**config.mk**
```make
export PLATFORM = sky130hd
export DESIGN_NAME = shg_top
export DESIGN_NICKNAME = d
export VERILOG_FILES = /design/src/verilog/shg_pkg.sv /design/src/verilog/shg_top.sv /design/src/verilog/shg_parity_lfsr.sv
export SDC_FILE = /design/constraint.sdc
export NUM_CORES = 1
export LEC_CHECK = 0
export BUFFER_PORTS_ARGS = -buffer_cell sky130_fd_sc_hd__buf_2
export CAP_MARGIN = 25
export CORE_UTILIZATION = 45
export DETAILED_ROUTE_END_ITERATION = 8
export GPL_TIMING_DRIVEN = 1
export SYNTH_ARGS = -nofsm -noshare
export SYNTH_HDL_FRONTEND = slang
export SYNTH_SLANG_ARGS = --single-unit
```
**constraint.sdc**
```tcl
create_clock -name MCLK -period 10.6 [get_ports MCLK]
set_input_delay 1.59 -clock MCLK [delete_from_list [all_inputs] [get_ports MCLK]]
set_output_delay 1.59 -clock MCLK [all_outputs]
set_load 0.005 [all_outputs]
```
**src/verilog/shg_pkg.sv**
```systemverilog
`default_nettype none
package shg_pkg;
  localparam int                SHG_BLOCKS_PER_MB = 32;
  localparam int                SHG_DATA_BITS     = 64;
  localparam int                SHG_MB_BITS       = 2048;
  localparam int                SHG_CRC_W         = 12;
  localparam int                SHG_FEC_W         = 26;
  localparam logic [11:0]       SHG_CRC_POLY      = 12'h987;
  localparam logic [25:0]       SHG_FEC_POLY      = 26'h0220211;
  localparam logic [1:0]        SHG_FMT_CRC12     = 2'h0;
  localparam logic [1:0]        SHG_FMT_FEC       = 2'h2;
  localparam logic [1:0]        SHG_HDR_ONE       = 2'h1;
  localparam logic [1:0]        SHG_HDR_ZERO      = 2'h2;
  localparam int                SHG_EMB_BIT       = 22;
  localparam logic [4:0]        SHG_PILOT         = 5'h10;
  localparam int                SHG_PILOT_LSB     = 27;
  localparam logic [7:0]        SHG_E_DEFAULT     = 8'h01;
  localparam logic [31:0]       SHG_CRC_ONES      = 32'h00A88888;
endpackage
`default_nettype wire

```
**src/verilog/shg_top.sv**
```systemverilog
`default_nettype none
module shg_top
  import shg_pkg::*;
#(
  parameter int DW = SHG_DATA_BITS
) (
  input  wire logic          MCLK,
  input  wire logic          RESETN,
  input  wire logic          LINK_EN,
  input  wire logic          SYSREF_SYNC,
  input  wire logic [1:0]    HEADER_STREAM_FORMAT_SELECT,
  input  wire logic [7:0]    EMB_LENGTH,
  input  wire logic          BLK_VALID,
  input  wire logic [DW-1:0] BLK_DATA,
  output logic               OUT_VALID,
  output logic [65:0]        OUT_BLOCK,
  output logic               MB_START,
  output logic               FORMAT_ERROR
);
  logic [4:0]        blk_idx;
  logic [7:0]        mb_idx;
  logic              first_mb;
  logic [31:0]       stream_word;
  logic [31:0]       next_stream;
  logic [SHG_CRC_W-1:0] crc_state;
  logic [SHG_FEC_W-1:0] fec_state;
  logic [SHG_CRC_W-1:0] crc_hold;
  logic [SHG_FEC_W-1:0] fec_hold;
  logic [SHG_CRC_W-1:0] next_crc_final;
  logic [SHG_FEC_W-1:0] next_fec_final;
  logic [25:0]          crc_full;
  logic              fmt_fec;
  logic              fmt_ok;
  logic              mb_first_blk;
  logic              mb_last_blk;
  logic              emb_last;
  logic [7:0]        e_len;
  logic              stream_bit;

  assign fmt_fec      = (HEADER_STREAM_FORMAT_SELECT == SHG_FMT_FEC);
  assign fmt_ok       = fmt_fec || (HEADER_STREAM_FORMAT_SELECT == SHG_FMT_CRC12);
  assign mb_first_blk = (blk_idx == 5'h00);
  assign mb_last_blk  = (blk_idx == 5'h1F);
  assign e_len        = (EMB_LENGTH == 8'h00) ? SHG_E_DEFAULT : EMB_LENGTH;
  assign emb_last     = (mb_idx == e_len - 8'h01);

  // Builds the multiblock stream word from the held parity of the prior multiblock.
  function automatic logic [31:0] build_stream(input logic fec, input logic [11:0] crc,
                                               input logic [25:0] par, input logic last);
    logic [31:0] s;
    s = '0;
    if (fec) begin
      for (int i = 0; i <= 21; i++) begin
        s[i] = par[25-i];
      end
      s[23] = par[3];
      s[24] = par[2];
      s[25] = par[1];
      s[26] = par[0];
    end else begin
      for (int g = 0; g < 4; g++) begin
        for (int k = 0; k < 3; k++) begin
          s[4*g+k] = crc[11-3*g-k];
        end
      end
      s = s | SHG_CRC_ONES;
    end
    s[SHG_EMB_BIT] = last;
    s[31:SHG_PILOT_LSB] = SHG_PILOT;
    return s;
  endfunction

  always_comb begin
    next_stream = build_stream(fmt_fec, crc_hold, fec_hold, emb_last);
  end

  always_ff @(posedge MCLK) begin
    if (!RESETN || !LINK_EN || SYSREF_SYNC) begin
      blk_idx <= '0;
      mb_idx  <= '0;
    end else if (BLK_VALID) begin
      blk_idx <= blk_idx + 5'h01;
      if (mb_last_blk) begin
        mb_idx <= emb_last ? 8'h00 : mb_idx + 8'h01;
      end
    end
  end

  always_ff @(posedge MCLK) begin
    if (!RESETN || !LINK_EN) begin
      first_mb <= 1'b1;
      crc_hold <= '0;
      fec_hold <= '0;
    end else if (BLK_VALID && mb_last_blk) begin
      first_mb <= 1'b0;
      crc_hold <= next_crc_final;
      fec_hold <= next_fec_final;
    end
  end

  // Final parity includes the last block, taken combinationally from the last step.
  function automatic logic [25:0] lfsr_step(input logic [25:0] s, input logic [DW-1:0] d,
                                            input int w, input logic [25:0] poly);
    logic [25:0] r;
    logic        fb;
    r = s;
    for (int i = DW - 1; i >= 0; i--) begin
      fb = r[w-1] ^ d[i];
      r  = (r << 1) ^ (fb ? poly : 26'h0);
      if (w < 26) begin
        r = r & ((26'h1 << w) - 26'h1);
      end
    end
    return r;
  endfunction

  always_comb begin
    crc_full       = lfsr_step({14'h0, crc_state}, BLK_DATA, SHG_CRC_W, {14'h0, SHG_CRC_POLY});
    next_crc_final = crc_full[SHG_CRC_W-1:0];
    next_fec_final = lfsr_step(fec_state, BLK_DATA, SHG_FEC_W, SHG_FEC_POLY);
  end

  shg_parity_lfsr #(
    .W    (SHG_CRC_W),
    .POLY ({14'h0, SHG_CRC_POLY}),
    .DW   (DW)
  ) u_crc (
    .clk   (MCLK),
    .rst_n (RESETN),
    .start (mb_first_blk),
    .en    (BLK_VALID),
    .data  (BLK_DATA),
    .state (crc_state)
  );

  shg_parity_lfsr #(
    .W    (SHG_FEC_W),
    .POLY (SHG_FEC_POLY),
    .DW   (DW)
  ) u_fec (
    .clk   (MCLK),
    .rst_n (RESETN),
    .start (mb_first_blk),
    .en    (BLK_VALID),
    .data  (BLK_DATA),
    .state (fec_state)
  );

  // The stream word is latched at the first block so it stays fixed for 32 blocks.
  always_ff @(posedge MCLK) begin
    if (!RESETN) begin
      stream_word <= '0;
    end else if (BLK_VALID && mb_first_blk) begin
      stream_word <= next_stream;
    end
  end

  always_comb begin
    stream_bit = mb_first_blk ? next_stream[0] : stream_word[blk_idx];
  end

  always_ff @(posedge MCLK) begin
    if (!RESETN) begin
      OUT_VALID    <= 1'b0;
      OUT_BLOCK    <= '0;
      MB_START     <= 1'b0;
      FORMAT_ERROR <= 1'b0;
    end else begin
      OUT_VALID    <= BLK_VALID && LINK_EN;
      MB_START     <= BLK_VALID && LINK_EN && mb_first_blk;
      FORMAT_ERROR <= !fmt_ok;
      if (BLK_VALID) begin
        // Header in the top two bits = stream bit at position blk_idx (01 for one, 10 for zero), BLK_DATA follows.
        OUT_BLOCK <= {(stream_bit ? SHG_HDR_ONE : SHG_HDR_ZERO), BLK_DATA};
      end
    end
  end

  a_header_complement: assert property (@(posedge MCLK) disable iff (!RESETN)
    OUT_VALID |-> (OUT_BLOCK[65] != OUT_BLOCK[64]))
    else $error("sync header bits not complementary");

  a_pilot_tail: assert property (@(posedge MCLK) disable iff (!RESETN)
    (BLK_VALID && LINK_EN && blk_idx >= 5'h1B) |=>
      (OUT_BLOCK[65:64] == (($past(blk_idx) == 5'h1F) ? 2'h1 : 2'h2)))
    else $error("pilot pattern wrong");

  a_block_follow: assert property (@(posedge MCLK) disable iff (!RESETN)
    (BLK_VALID && LINK_EN) |=> (OUT_VALID && OUT_BLOCK[63:0] == $past(BLK_DATA)))
    else $error("data block not passed after header");

  a_emb_flag: assert property (@(posedge MCLK) disable iff (!RESETN)
    (BLK_VALID && mb_first_blk) |=> (stream_word[SHG_EMB_BIT] == $past(emb_last)))
    else $error("extended multiblock flag wrong");

  a_crc_ones: assert property (@(posedge MCLK) disable iff (!RESETN)
    (BLK_VALID && mb_first_blk && !fmt_fec) |=> ((stream_word & SHG_CRC_ONES) == SHG_CRC_ONES))
    else $error("fixed ones missing");

  a_cmd_zero: assert property (@(posedge MCLK) disable iff (!RESETN)
    (BLK_VALID && mb_first_blk && !fmt_fec) |=> (stream_word[18:16] == 3'h0 && !stream_word[20] && stream_word[26:24] == 3'h0))
    else $error("command bits not zero");

  a_crc_carry: assert property (@(posedge MCLK) disable iff (!RESETN || !LINK_EN)
    (BLK_VALID && mb_last_blk) |=> (crc_hold == $past(next_crc_final)))
    else $error("crc not carried to next multiblock");

  a_zero_first: assert property (@(posedge MCLK) disable iff (!RESETN)
    (first_mb && LINK_EN) |-> (crc_hold == '0 && fec_hold == '0))
    else $error("first multiblock parity not zero");

  a_fec_map: assert property (@(posedge MCLK) disable iff (!RESETN)
    (BLK_VALID && mb_first_blk && fmt_fec) |=> (stream_word[0] == $past(fec_hold[25]) && stream_word[23] == $past(fec_hold[3])))
    else $error("fec mapping wrong");

  c_mb_start:  cover property (@(posedge MCLK) MB_START);
  c_fec_mode:  cover property (@(posedge MCLK) fmt_fec && BLK_VALID && mb_last_blk);
  c_emb_end:   cover property (@(posedge MCLK) BLK_VALID && mb_last_blk && emb_last && !first_mb);
  c_crc_mode:  cover property (@(posedge MCLK) !fmt_fec && BLK_VALID && mb_last_blk && !first_mb);
  c_realign:   cover property (@(posedge MCLK) SYSREF_SYNC && LINK_EN && blk_idx != 5'h00);
endmodule
`default_nettype wire

```
**src/verilog/shg_parity_lfsr.sv**
```systemverilog
`default_nettype none
module shg_parity_lfsr
  import shg_pkg::*;
#(
  parameter int          W    = 12,
  parameter logic [25:0] POLY = 26'h0000987,
  parameter int          DW   = 64
) (
  input  wire logic          clk,
  input  wire logic          rst_n,
  input  wire logic          start,
  input  wire logic          en,
  input  wire logic [DW-1:0] data,
  output logic      [W-1:0]  state
);
  // Serial division, MSB of data (transmission-first bit) first.
  function automatic logic [W-1:0] step(input logic [W-1:0] s, input logic [DW-1:0] d);
    logic [W-1:0] r;
    logic         fb;
    r = s;
    for (int i = DW - 1; i >= 0; i--) begin
      fb = r[W-1] ^ d[i];
      r  = {r[W-2:0], 1'b0} ^ (fb ? POLY[W-1:0] : '0);
    end
    return r;
  endfunction

  always_ff @(posedge clk) begin
    if (!rst_n) begin
      state <= '0;
    end else if (en) begin
      state <= step(start ? '0 : state, data);
    end
  end
endmodule
`default_nettype wire

```
Yosys cells after proc, flatten, opt, wreduce, memory -nomap -nowiden
Cells that the tools add are included.
- add/subtract/negate cells: 3
- $lt $le $gt $ge: 1
- equal/unequal tests: 3
- multiplexer cells: 266
- bitwise logic cells: 512
- reductions and logical operators: 14
- operators with widths (operator ; count):
    22-bit two-way mux ; 129
    26-bit bitwise XOR ; 94
    12-bit two-way mux ; 129
    12-bit bitwise XOR ; 128
    26-bit by 22-bit bitwise XOR with 26-bit output ; 34
    1-bit bitwise XOR ; 256
    26-bit two-way mux ; 1
    8-bit two-way mux ; 2
    8-bit by 1-bit adder with 8-bit output, second input constant ; 1
    8-bit equality test ; 1
    8-bit logical NOT ; 1
    8-bit by 1-bit subtractor with 8-bit output, second input constant ; 1
    5-bit by 6-bit less-than comparator with 1-bit output, second input constant ; 1
    5-bit by 1-bit adder with 5-bit output, second input constant ; 1
    1-bit binary-select mux with 5-bit select ; 1
    5-bit equality test, second input constant ; 1
    5-bit logical NOT ; 1
    1-bit logical AND ; 4
    4-bit two-way mux ; 1
    1-bit logical NOT ; 3
    1-bit logical OR ; 3
    2-bit equality test, second input constant ; 1
    2-bit logical NOT ; 1
    1-bit two-way mux ; 2
    2 further kinds ; 2
- flip-flop bits (word level): 186
- input port bits: 79
- output and inout port bits: 69
- word-level logic and storage cells: 810

Longest topological paths before layout
Gate-level depths: netlist of the first run.
- word-level depth: 194
- mapped depth: 22
- gate-level depth less buffers: 19

Modules after synthesis
Synthesis of the first run repeated with hierarchy kept, for this count alone.
- cells, all modules: 1811
- area total of the unflattened synthesis: 19990.4 µm²
- modules (own cells, without submodules) (module ; times used ; cells an instance ; area an instance (µm²) ; seq. area each (µm²)):
    shg_top ; 1 ; 1086 ; 11439.7 ; 2962.8
    shg_parity_lfsr at u_crc ; 1 ; 389 ; 4913.5 ; 240.2
    shg_parity_lfsr at u_fec ; 1 ; 336 ; 3637.2 ; 520.5

Worst setup path after synthesis of the first run
OpenSTA, ideal clock, no wires.
- kind: input-to-reg
- start: in BLK_DATA[61]
- end: reg crc_hold[11]
- setup time: 70 ps
- arrival time: 7326 ps
- data required time: 10530 ps
- setup slack: 3204 ps
- stages on the path: 18
- path buffers: 1
- cell sequence: buf_4 -> xnor2_2 -> xnor3_2 -> xnor2_4 -> xnor3_2 -> xnor3_1 -> xnor3_1 -> xnor2_4 -> xnor3_1 -> xnor3_1 -> xnor3_1 -> xor3_1 -> xnor3_2 -> xnor3_1 -> xor3_1 -> xnor2_1 -> nand2_1 -> a21oi_1
- word-level cells in the longest chain between the ends: 186
- ends and longest elaborated chain (what ; RTL line ; source):
    start, declared ; shg_top.sv:14 ; input wire logic [DW-1:0] BLK_DATA,
    1-bit bitwise XOR (*) ; shg_top.sv:108 ; fb = r[w-1] ^ d[i];
    12-bit two-way mux (*) ; shg_top.sv:109 ; r = (r << 1) ^ (fb ? poly : 26'h0);
    12-bit bitwise XOR (*) ; shg_top.sv:109 ;
    1-bit bitwise XOR ; shg_top.sv:108 ;
    12-bit two-way mux ; shg_top.sv:109 ;
    12-bit bitwise XOR (*) ; shg_top.sv:109 ;
    1-bit bitwise XOR ; shg_top.sv:108 ;
    12-bit two-way mux ; shg_top.sv:109 ;
    [... 170 more ...] ; -- ;
    12-bit two-way mux ; shg_top.sv:109 ;
    12-bit bitwise XOR (*) ; shg_top.sv:109 ;
    1-bit bitwise XOR ; shg_top.sv:108 ;
    12-bit two-way mux ; shg_top.sv:109 ;
    12-bit bitwise XOR (*) ; shg_top.sv:109 ;
    1-bit bitwise XOR ; shg_top.sv:108 ;
    12-bit two-way mux ; shg_top.sv:109 ;
    12-bit bitwise XOR (*) ; shg_top.sv:109 ;
    end signal, assigned ; shg_top.sv:96 ; crc_hold <= next_crc_final;
    end, declared ; shg_top.sv:27 ; logic [SHG_CRC_W-1:0] crc_hold;
Every way passes the cells marked *; elsewhere a longest branch is shown, timed or not.
A chain may end at the register's enable or synchronous reset.

Worst setup path after layout of the first run
- start: reg blk_idx[0]
- end: reg u_crc.state[7]
- word-level cells in the longest chain between the ends: 194
- ends and longest elaborated chain (what ; RTL line ; source):
    start, declared ; shg_top.sv:20 ; logic [4:0] blk_idx;
    start signal, assigned ; shg_top.sv:82 ; blk_idx <= blk_idx + 5'h01;
    5-bit logical NOT (*) ; shg_top.sv:42 ; assign mb_first_blk = (blk_idx == 5'h00);
    12-bit two-way mux (*) ; shg_parity_lfsr.sv:32 ; state <= step(start ? '0 : state, data);
    1-bit bitwise XOR ; shg_parity_lfsr.sv:22 ; fb = r[W-1] ^ d[i];
    12-bit two-way mux ; shg_parity_lfsr.sv:23 ; r = {r[W-2:0], 1'b0} ^ (fb ? POLY[W-1:0] : '0);
    12-bit bitwise XOR (*) ; shg_parity_lfsr.sv:23 ;
    1-bit bitwise XOR ; shg_parity_lfsr.sv:22 ;
    12-bit two-way mux ; shg_parity_lfsr.sv:23 ;
    12-bit bitwise XOR (*) ; shg_parity_lfsr.sv:23 ;
    [... 178 more ...] ; -- ;
    12-bit two-way mux ; shg_parity_lfsr.sv:23 ;
    12-bit bitwise XOR (*) ; shg_parity_lfsr.sv:23 ;
    1-bit bitwise XOR ; shg_parity_lfsr.sv:22 ;
    12-bit two-way mux ; shg_parity_lfsr.sv:23 ;
    12-bit bitwise XOR (*) ; shg_parity_lfsr.sv:23 ;
    1-bit bitwise XOR ; shg_parity_lfsr.sv:22 ;
    12-bit two-way mux ; shg_parity_lfsr.sv:23 ;
    12-bit bitwise XOR (*) ; shg_parity_lfsr.sv:23 ;
    end signal, assigned ; shg_parity_lfsr.sv:32 ;
    end, declared ; shg_parity_lfsr.sv:14 ; output logic [W-1:0] state
Marked as above.

==> results of run 1 <==
[layout make-up]
type	instances	area, sq um	share of cell area
multi-input cells	1503	15400	0.721
well taps	585	732	0.0343
inverters	4	15.0	0.000703
repair buffers	157	852	0.0399
clock inverters	14	199	0.00932
clock buffers	18	439	0.0206
flip-flops and latches	186	3720	0.174
[path summary, 6_finish.rpt]
path                start        endpoint  slack (ps)  cells after the start
max            blk_idx[0]  u_crc.state[7]        2850                     19
min          fec_hold[22]    fec_hold[22]         460                      2
max reg2reg    blk_idx[0]  u_crc.state[7]        2850                     19
min reg2reg  fec_hold[22]    fec_hold[22]         460                      2
[state kept, by name, summed over array words and instances (netlist names)]
name / cells
OUT_BLOCK: 66
FORMAT_ERROR: 1
mb_idx: 8
MB_START: 1
OUT_VALID: 1
u_fec.state: 26
fec_hold: 26
stream_word: 28
blk_idx: 5
crc_hold: 12
u_crc.state: 12
[cell families after synthesis]
group | Yosys count
buffers and inverters | 121
and+or+nand+nor | 333
AOI/OAI and AO/OA | 80
muxes | 103
xor gates and xnor gates | 982
adders and majority gates | 5
DFF | 186
[metrics by stage]
| step | setup slack, ps | instances | utilization |
|---|---|---|---|
| detailed placement | 2530 | 2433 | 0.480 |
| CTS | 2850 | 2465 | 0.494 |
| floorplan | 3200 | 1810 | - |
| global route | 2390 | 2467 | 0.495 |
| finish | 2850 | 2467 | 0.495 |
| global placement | 2630 | 2433 | 0.480 |
[routing by layer]
layer,share of wire,track usage,vias to the layer above
li1,-,-,5995
met1,0.45,0.355,6151
met2,0.48,0.440,298
met3,0.048,0.0464,75
met4,0.031,0.0942,0
met5,0,0,-
[cells in the final DEF, fill, tap and decap left out, types with 36 or more instances in the layout]
master,n
xor3_1,36
buf_2,145
nor2b_1,94
mux2i_1,94
nand2_1,87
dfxtp_1,186
xor2_1,196
xnor3_1,132
xnor2_1,538
nor2_1,84
[worst register-to-register path, stage by stage, from the launching register on]
cell and delay (ps):
dfxtp_1 540, inv_1 150, ha_1 190, nor4b_4 650, nor2_1 160, xnor2_1 500
xnor3_2 620, xnor3_1 460, xnor2_4 300, xnor3_1 530, xnor2_4 340, xnor3_2 510
xnor2_2 180, xnor2_2 300, xnor3_1 480, xnor2_1 360, xnor3_2 580, xor3_2 450
xnor3_1 220, a21oi_1 70
==> impl_results.md, run 1 <==
- Sink Count: 186
- Io pins: 148
- Max cap viols: 0
- Mean area per synthesized cell: 10.8 sq um
- Synth Area in Compound Gates: 0.0299
- Top cells by count, synth: xnor2_1, xor2_1, dfxtp_1
- Synth top area cells: xnor2_1, dfxtp_1, xnor3_1
- Post-synth EDFFs: 0
- Post-CTS Setup Inserts: 0
- Worst hold-check path type: register to register
- Row cnt: 76
- WP data required: 10940 ps
- Layout Skew: 20.7 ps
- Vias/cell: 5.07
- Num CTS Buffers: 17
- Grt total ovfl: 0
- Final period util: 0.731
- Avg WL per Cell: 23.1 um
- Synthesized-area fraction occupied by adder cells: 0.00319
- Final hold slack: 460 ps
- Largest net degree at the start of global routing: 107
- Synth Area in XOR/XNOR: 0.609
- Post-DP HPWL: 44.0 mm
- WP data arrival: 8090 ps
- Worst Setup End Kind: register
- Layout cell share with drive strength beyond 1: 0.152
- Fmax: 129 MHz
- Post-synth ARST share: 0
- Cell family with most CP delay: XOR/XNOR gates
- Antenna violations before repair: 0
- Crit-path max cell delay: 650 ps
- Slew Limit Fails: 0
- Reg clk slew, reported paths: 80 ps
- Hold_buf cts: 0
- CORE AREA: 0.0431 sq mm
- CP Launch Type: register
- Final min period: 7750 ps
- Routed vias: 12500
- Count leader, synth: xnor2_1
- Drt total wl: 56.9 mm
- Highest net fanout along the worst path: 13
- Buffers and inverters on the worst path: 1
- Worst-path cell chain: inv_1 -> ha_1 -> nor4b_4 -> nor2_1 -> xnor2_1 -> xnor3_2 -> xnor3_1 -> xnor2_4 -> xnor3_1 -> xnor2_4 -> xnor3_2 -> xnor2_2 -> xnor2_2 -> xnor3_1 -> xnor2_1 -> xnor3_2 -> xor3_2 -> xnor3_1 -> a21oi_1
- Synth-to-layout area growth: 8.81%
- PortBufs: 147
- Skew-Pair Late Insertion Delay: 510 ps
- Post-CTS Resized: 0
- Clock Tree Root: clkbuf_16
- Synth Flop Type: dfxtp_1
- Yosys warning total: 0
- Status: complete, no violations
- CTS tree: yes
- Initial core utilization: 0.455
- Final Cell Area: 0.0213 sq mm
- Cell area after synthesis: 0.0196 sq mm
- Post-Synthesis Cells: 1810
- Final ANT Viol Nets: 0
- N_diodes: 0
- DRC: 0
- CP max-delay cell: nor4b_4
- Area of placed instances: 0.0207 sq mm
- Yosys cell types: 48
- Die Y: 211 um
- Endpoints failing hold: 0
- Drt pass-1 iters: 5
- All-Layer GR Usage: 0.268
- Htree depth: 4
- Cell repeated most along the worst path: xnor3_1
- Post-synth top area share: 0.240
- Crit Path Class: register to register
- Die Wd: 211 um
- Setup TNS: 0 ps
- Final Setup Violations: 0
- Final nets: 1953
- First-pass GRT wire length: 85.3 mm
- Fillcell total: 3964
- RePlAce Congestion: 0.919
- Unrepaired setup endpoints after global routing: false
- Worst-Margin Slew: 893 ps
- Post-synthesis sequential area ratio: 0.190
- Die area: 0.0444 sq mm
- Largest family of logic cells by synthesized area: XOR/XNOR gates
- Rel. slew slack: 0.405
- Vias in the first global route: 12900
- Initial DRC Count: 812
- Post-synthesis register bit count: 186
- Top cell type by total area after synthesis: xnor2_1
- Simple-gate share of the synthesized area: 0.0847
- Clock buffer depth: 2
- Mux contribution to synthesized area: 0.0577
- Synth Net Count: 1894
Power of run 1 is left out: the tool's default activity adds up to more than one toggle a clock period on the data nets, which glitch-free logic cannot reach.
==> run 2: changes to the inputs <==
==> constraint.sdc (replaced) <==
create_clock -name MCLK -period 7.7 [get_ports MCLK]
set_input_delay 1.155 -clock MCLK [delete_from_list [all_inputs] [get_ports MCLK]]
set_output_delay 1.155 -clock MCLK [all_outputs]
set_load 0.005 [all_outputs]
==> impl_results.md, run 2 (synthesized netlist as in run 1, its figures left out) <==
- Status: complete, no violations
- Fmax: 143 MHz
- Initial DRC Count: 813
- Worst Setup End Kind: register
- First-pass GRT wire length: 86.0 mm
- Synth-to-layout area growth: 9.61%
- Register area: 0.00372 sq mm
- Clock buffer depth: 2
- Post-CTS Resized: 0
- Layout cell share with drive strength beyond 1: 0.164
- Final nets: 1980
- Final ANT Viol Nets: 0
- Cell family with most CP delay: XOR/XNOR gates
- Vias in the first global route: 12900
- CP max-delay cell: or4b_4
- Largest registers: OUT_BLOCK x66, stream_word x28
- Crit-path max cell delay: 630 ps
- Post-DP HPWL: 45.4 mm
- Die Y: 211 um
- Final min period: 7000 ps
- WP depth: 19
- CORE AREA: 0.0431 sq mm
- Sink Count: 186
- FF-to-FF End: u_crc.state[7]
- WP data required: 8040 ps
- Setup TNS: 0 ps
- Critical Path Start: blk_idx[1]
- Io pins: 148
- All-Layer GR Usage: 0.269
- Reg-to-reg slack, setup: 700 ps
- CP Launch Type: register
- Worst-path cell chain: inv_1 -> ha_1 -> or4b_4 -> nand2_4 -> xor2_4 -> xor3_2 -> xnor2_1 -> xnor3_1 -> xnor2_1 -> xor2_1 -> xnor3_1 -> xnor2_2 -> xnor2_2 -> xnor3_1 -> xnor2_1 -> xnor3_2 -> xor3_2 -> xnor3_1 -> a21oi_1
- Reg2Reg Depth: 19
- Hold_buf cts: 0
- Endpoints failing hold: 0
- PortBufs: 147
- Buffers and inverters on the worst path: 1
- Layout Skew: 18.4 ps
- CP endpoint: u_crc.state[7]
- Htree depth: 4
- WP data arrival: 7340 ps
- Worst-Margin Slew: 998 ps
- Reg with most FFs: OUT_BLOCK
- Largest net degree at the start of global routing: 98
- N_diodes: 0
- Clock Tree Root: clkbuf_16
- Crit Path Class: register to register
- Commonest non-fill, non-tap cell in the layout: xnor2_1
- Row cnt: 76
- Avg WL per Cell: 23.1 um
- Multi-input gate area: 0.0154 sq mm
- Worst hold-check path type: register to register
- Unrepaired setup endpoints after global routing: false
- Max cap viols: 0
- RePlAce Congestion: 0.914
- Highest net fanout along the worst path: 12
- Reg2Reg Launch Point: blk_idx[1]
- Vias/cell: 5.07
- Final Cell Area: 0.0215 sq mm
- Routed vias: 12600
- Drt pass-1 iters: 5
- Post-CTS Setup Inserts: 0
- Initial core utilization: 0.455
- Max reg flops: 66
- Reg clk slew, reported paths: 70 ps
- Most frequent cells in the layout: xnor2_1, xor2_1, dfxtp_1, buf_2, xnor3_1
- Final Setup Violations: 0
- Fillcell total: 3973
- Worst setup margin: 695 ps
- Antenna violations before repair: 0
- Rel. slew slack: 0.334
- Grt total ovfl: 0
- DRC: 0
- CTS tree: yes
- Final period util: 0.910
- Cell repeated most along the worst path: xnor3_1
- Die Wd: 211 um
- Slew Limit Fails: 0
- Area of placed instances: 0.0209 sq mm
- Die area: 0.0444 sq mm
- Skew-Pair Late Insertion Delay: 500 ps
- Drt total wl: 57.6 mm
- Setup WS pre-CTS: 193 ps
- Num CTS Buffers: 17
[run 2: changes by cell type in the layout (fill, tap and decap cells not counted)]
cell       previous run  this run
buf_4                 9        36
clkinv_4              0         3
clkinv_8              4         1
bufinv_16             2         1
clkinv_2              0         1
inv_6                 5         4
inv_8                 2         3
[run 2: how the worst min path moves through the flow]
stage,slack [ps],from,to,depth (start not counted)
3_3_place_gp,440,crc_hold[5],crc_hold[5],2
2_1_floorplan,430,crc_hold[11],crc_hold[11],2
5_1_grt,480,crc_hold[5],crc_hold[5],2
3_5_place_dp,450,stream_word[31],stream_word[31],1
6_report,460,fec_hold[2],fec_hold[2],2
4_1_cts,460,crc_hold[5],crc_hold[5],2
[run 2: per-layer routing]
metal,track usage,vias up,share of wire
li1,-,6057,-
met1,0.371,6275,0.46
met2,0.441,255,0.48
met3,0.0385,52,0.041
met4,0.0707,0,0.018
met5,0,-,0
[run 2: cell type report]
type	instances	share of cell area
multi-input combinational	1503	0.715
sequential	186	0.173
timing repair buffer	184	0.0491
tap	585	0.0340
clock buffer	18	0.0204
clock inverter	14	0.00716
inverter	4	0.000698
[run 2: metrics by stage]
step / std cells / util / hold slack [ps]
2_1_floorplan: 1810 / - / 432
3_3_place_gp: 2460 / 0.484 / 442
3_5_place_dp: 2461 / 0.485 / 450
4_1_cts: 2493 / 0.499 / 463
5_1_grt: 2494 / 0.499 / 482
6_report: 2494 / 0.499 / 464
[run 2: tightest hold or removal path: stages (launching register included)]
cell     delay [ps]
dfxtp_1         310
nand2_1          60
a21oi_1          50
Power of run 2 is left out for the same reason.
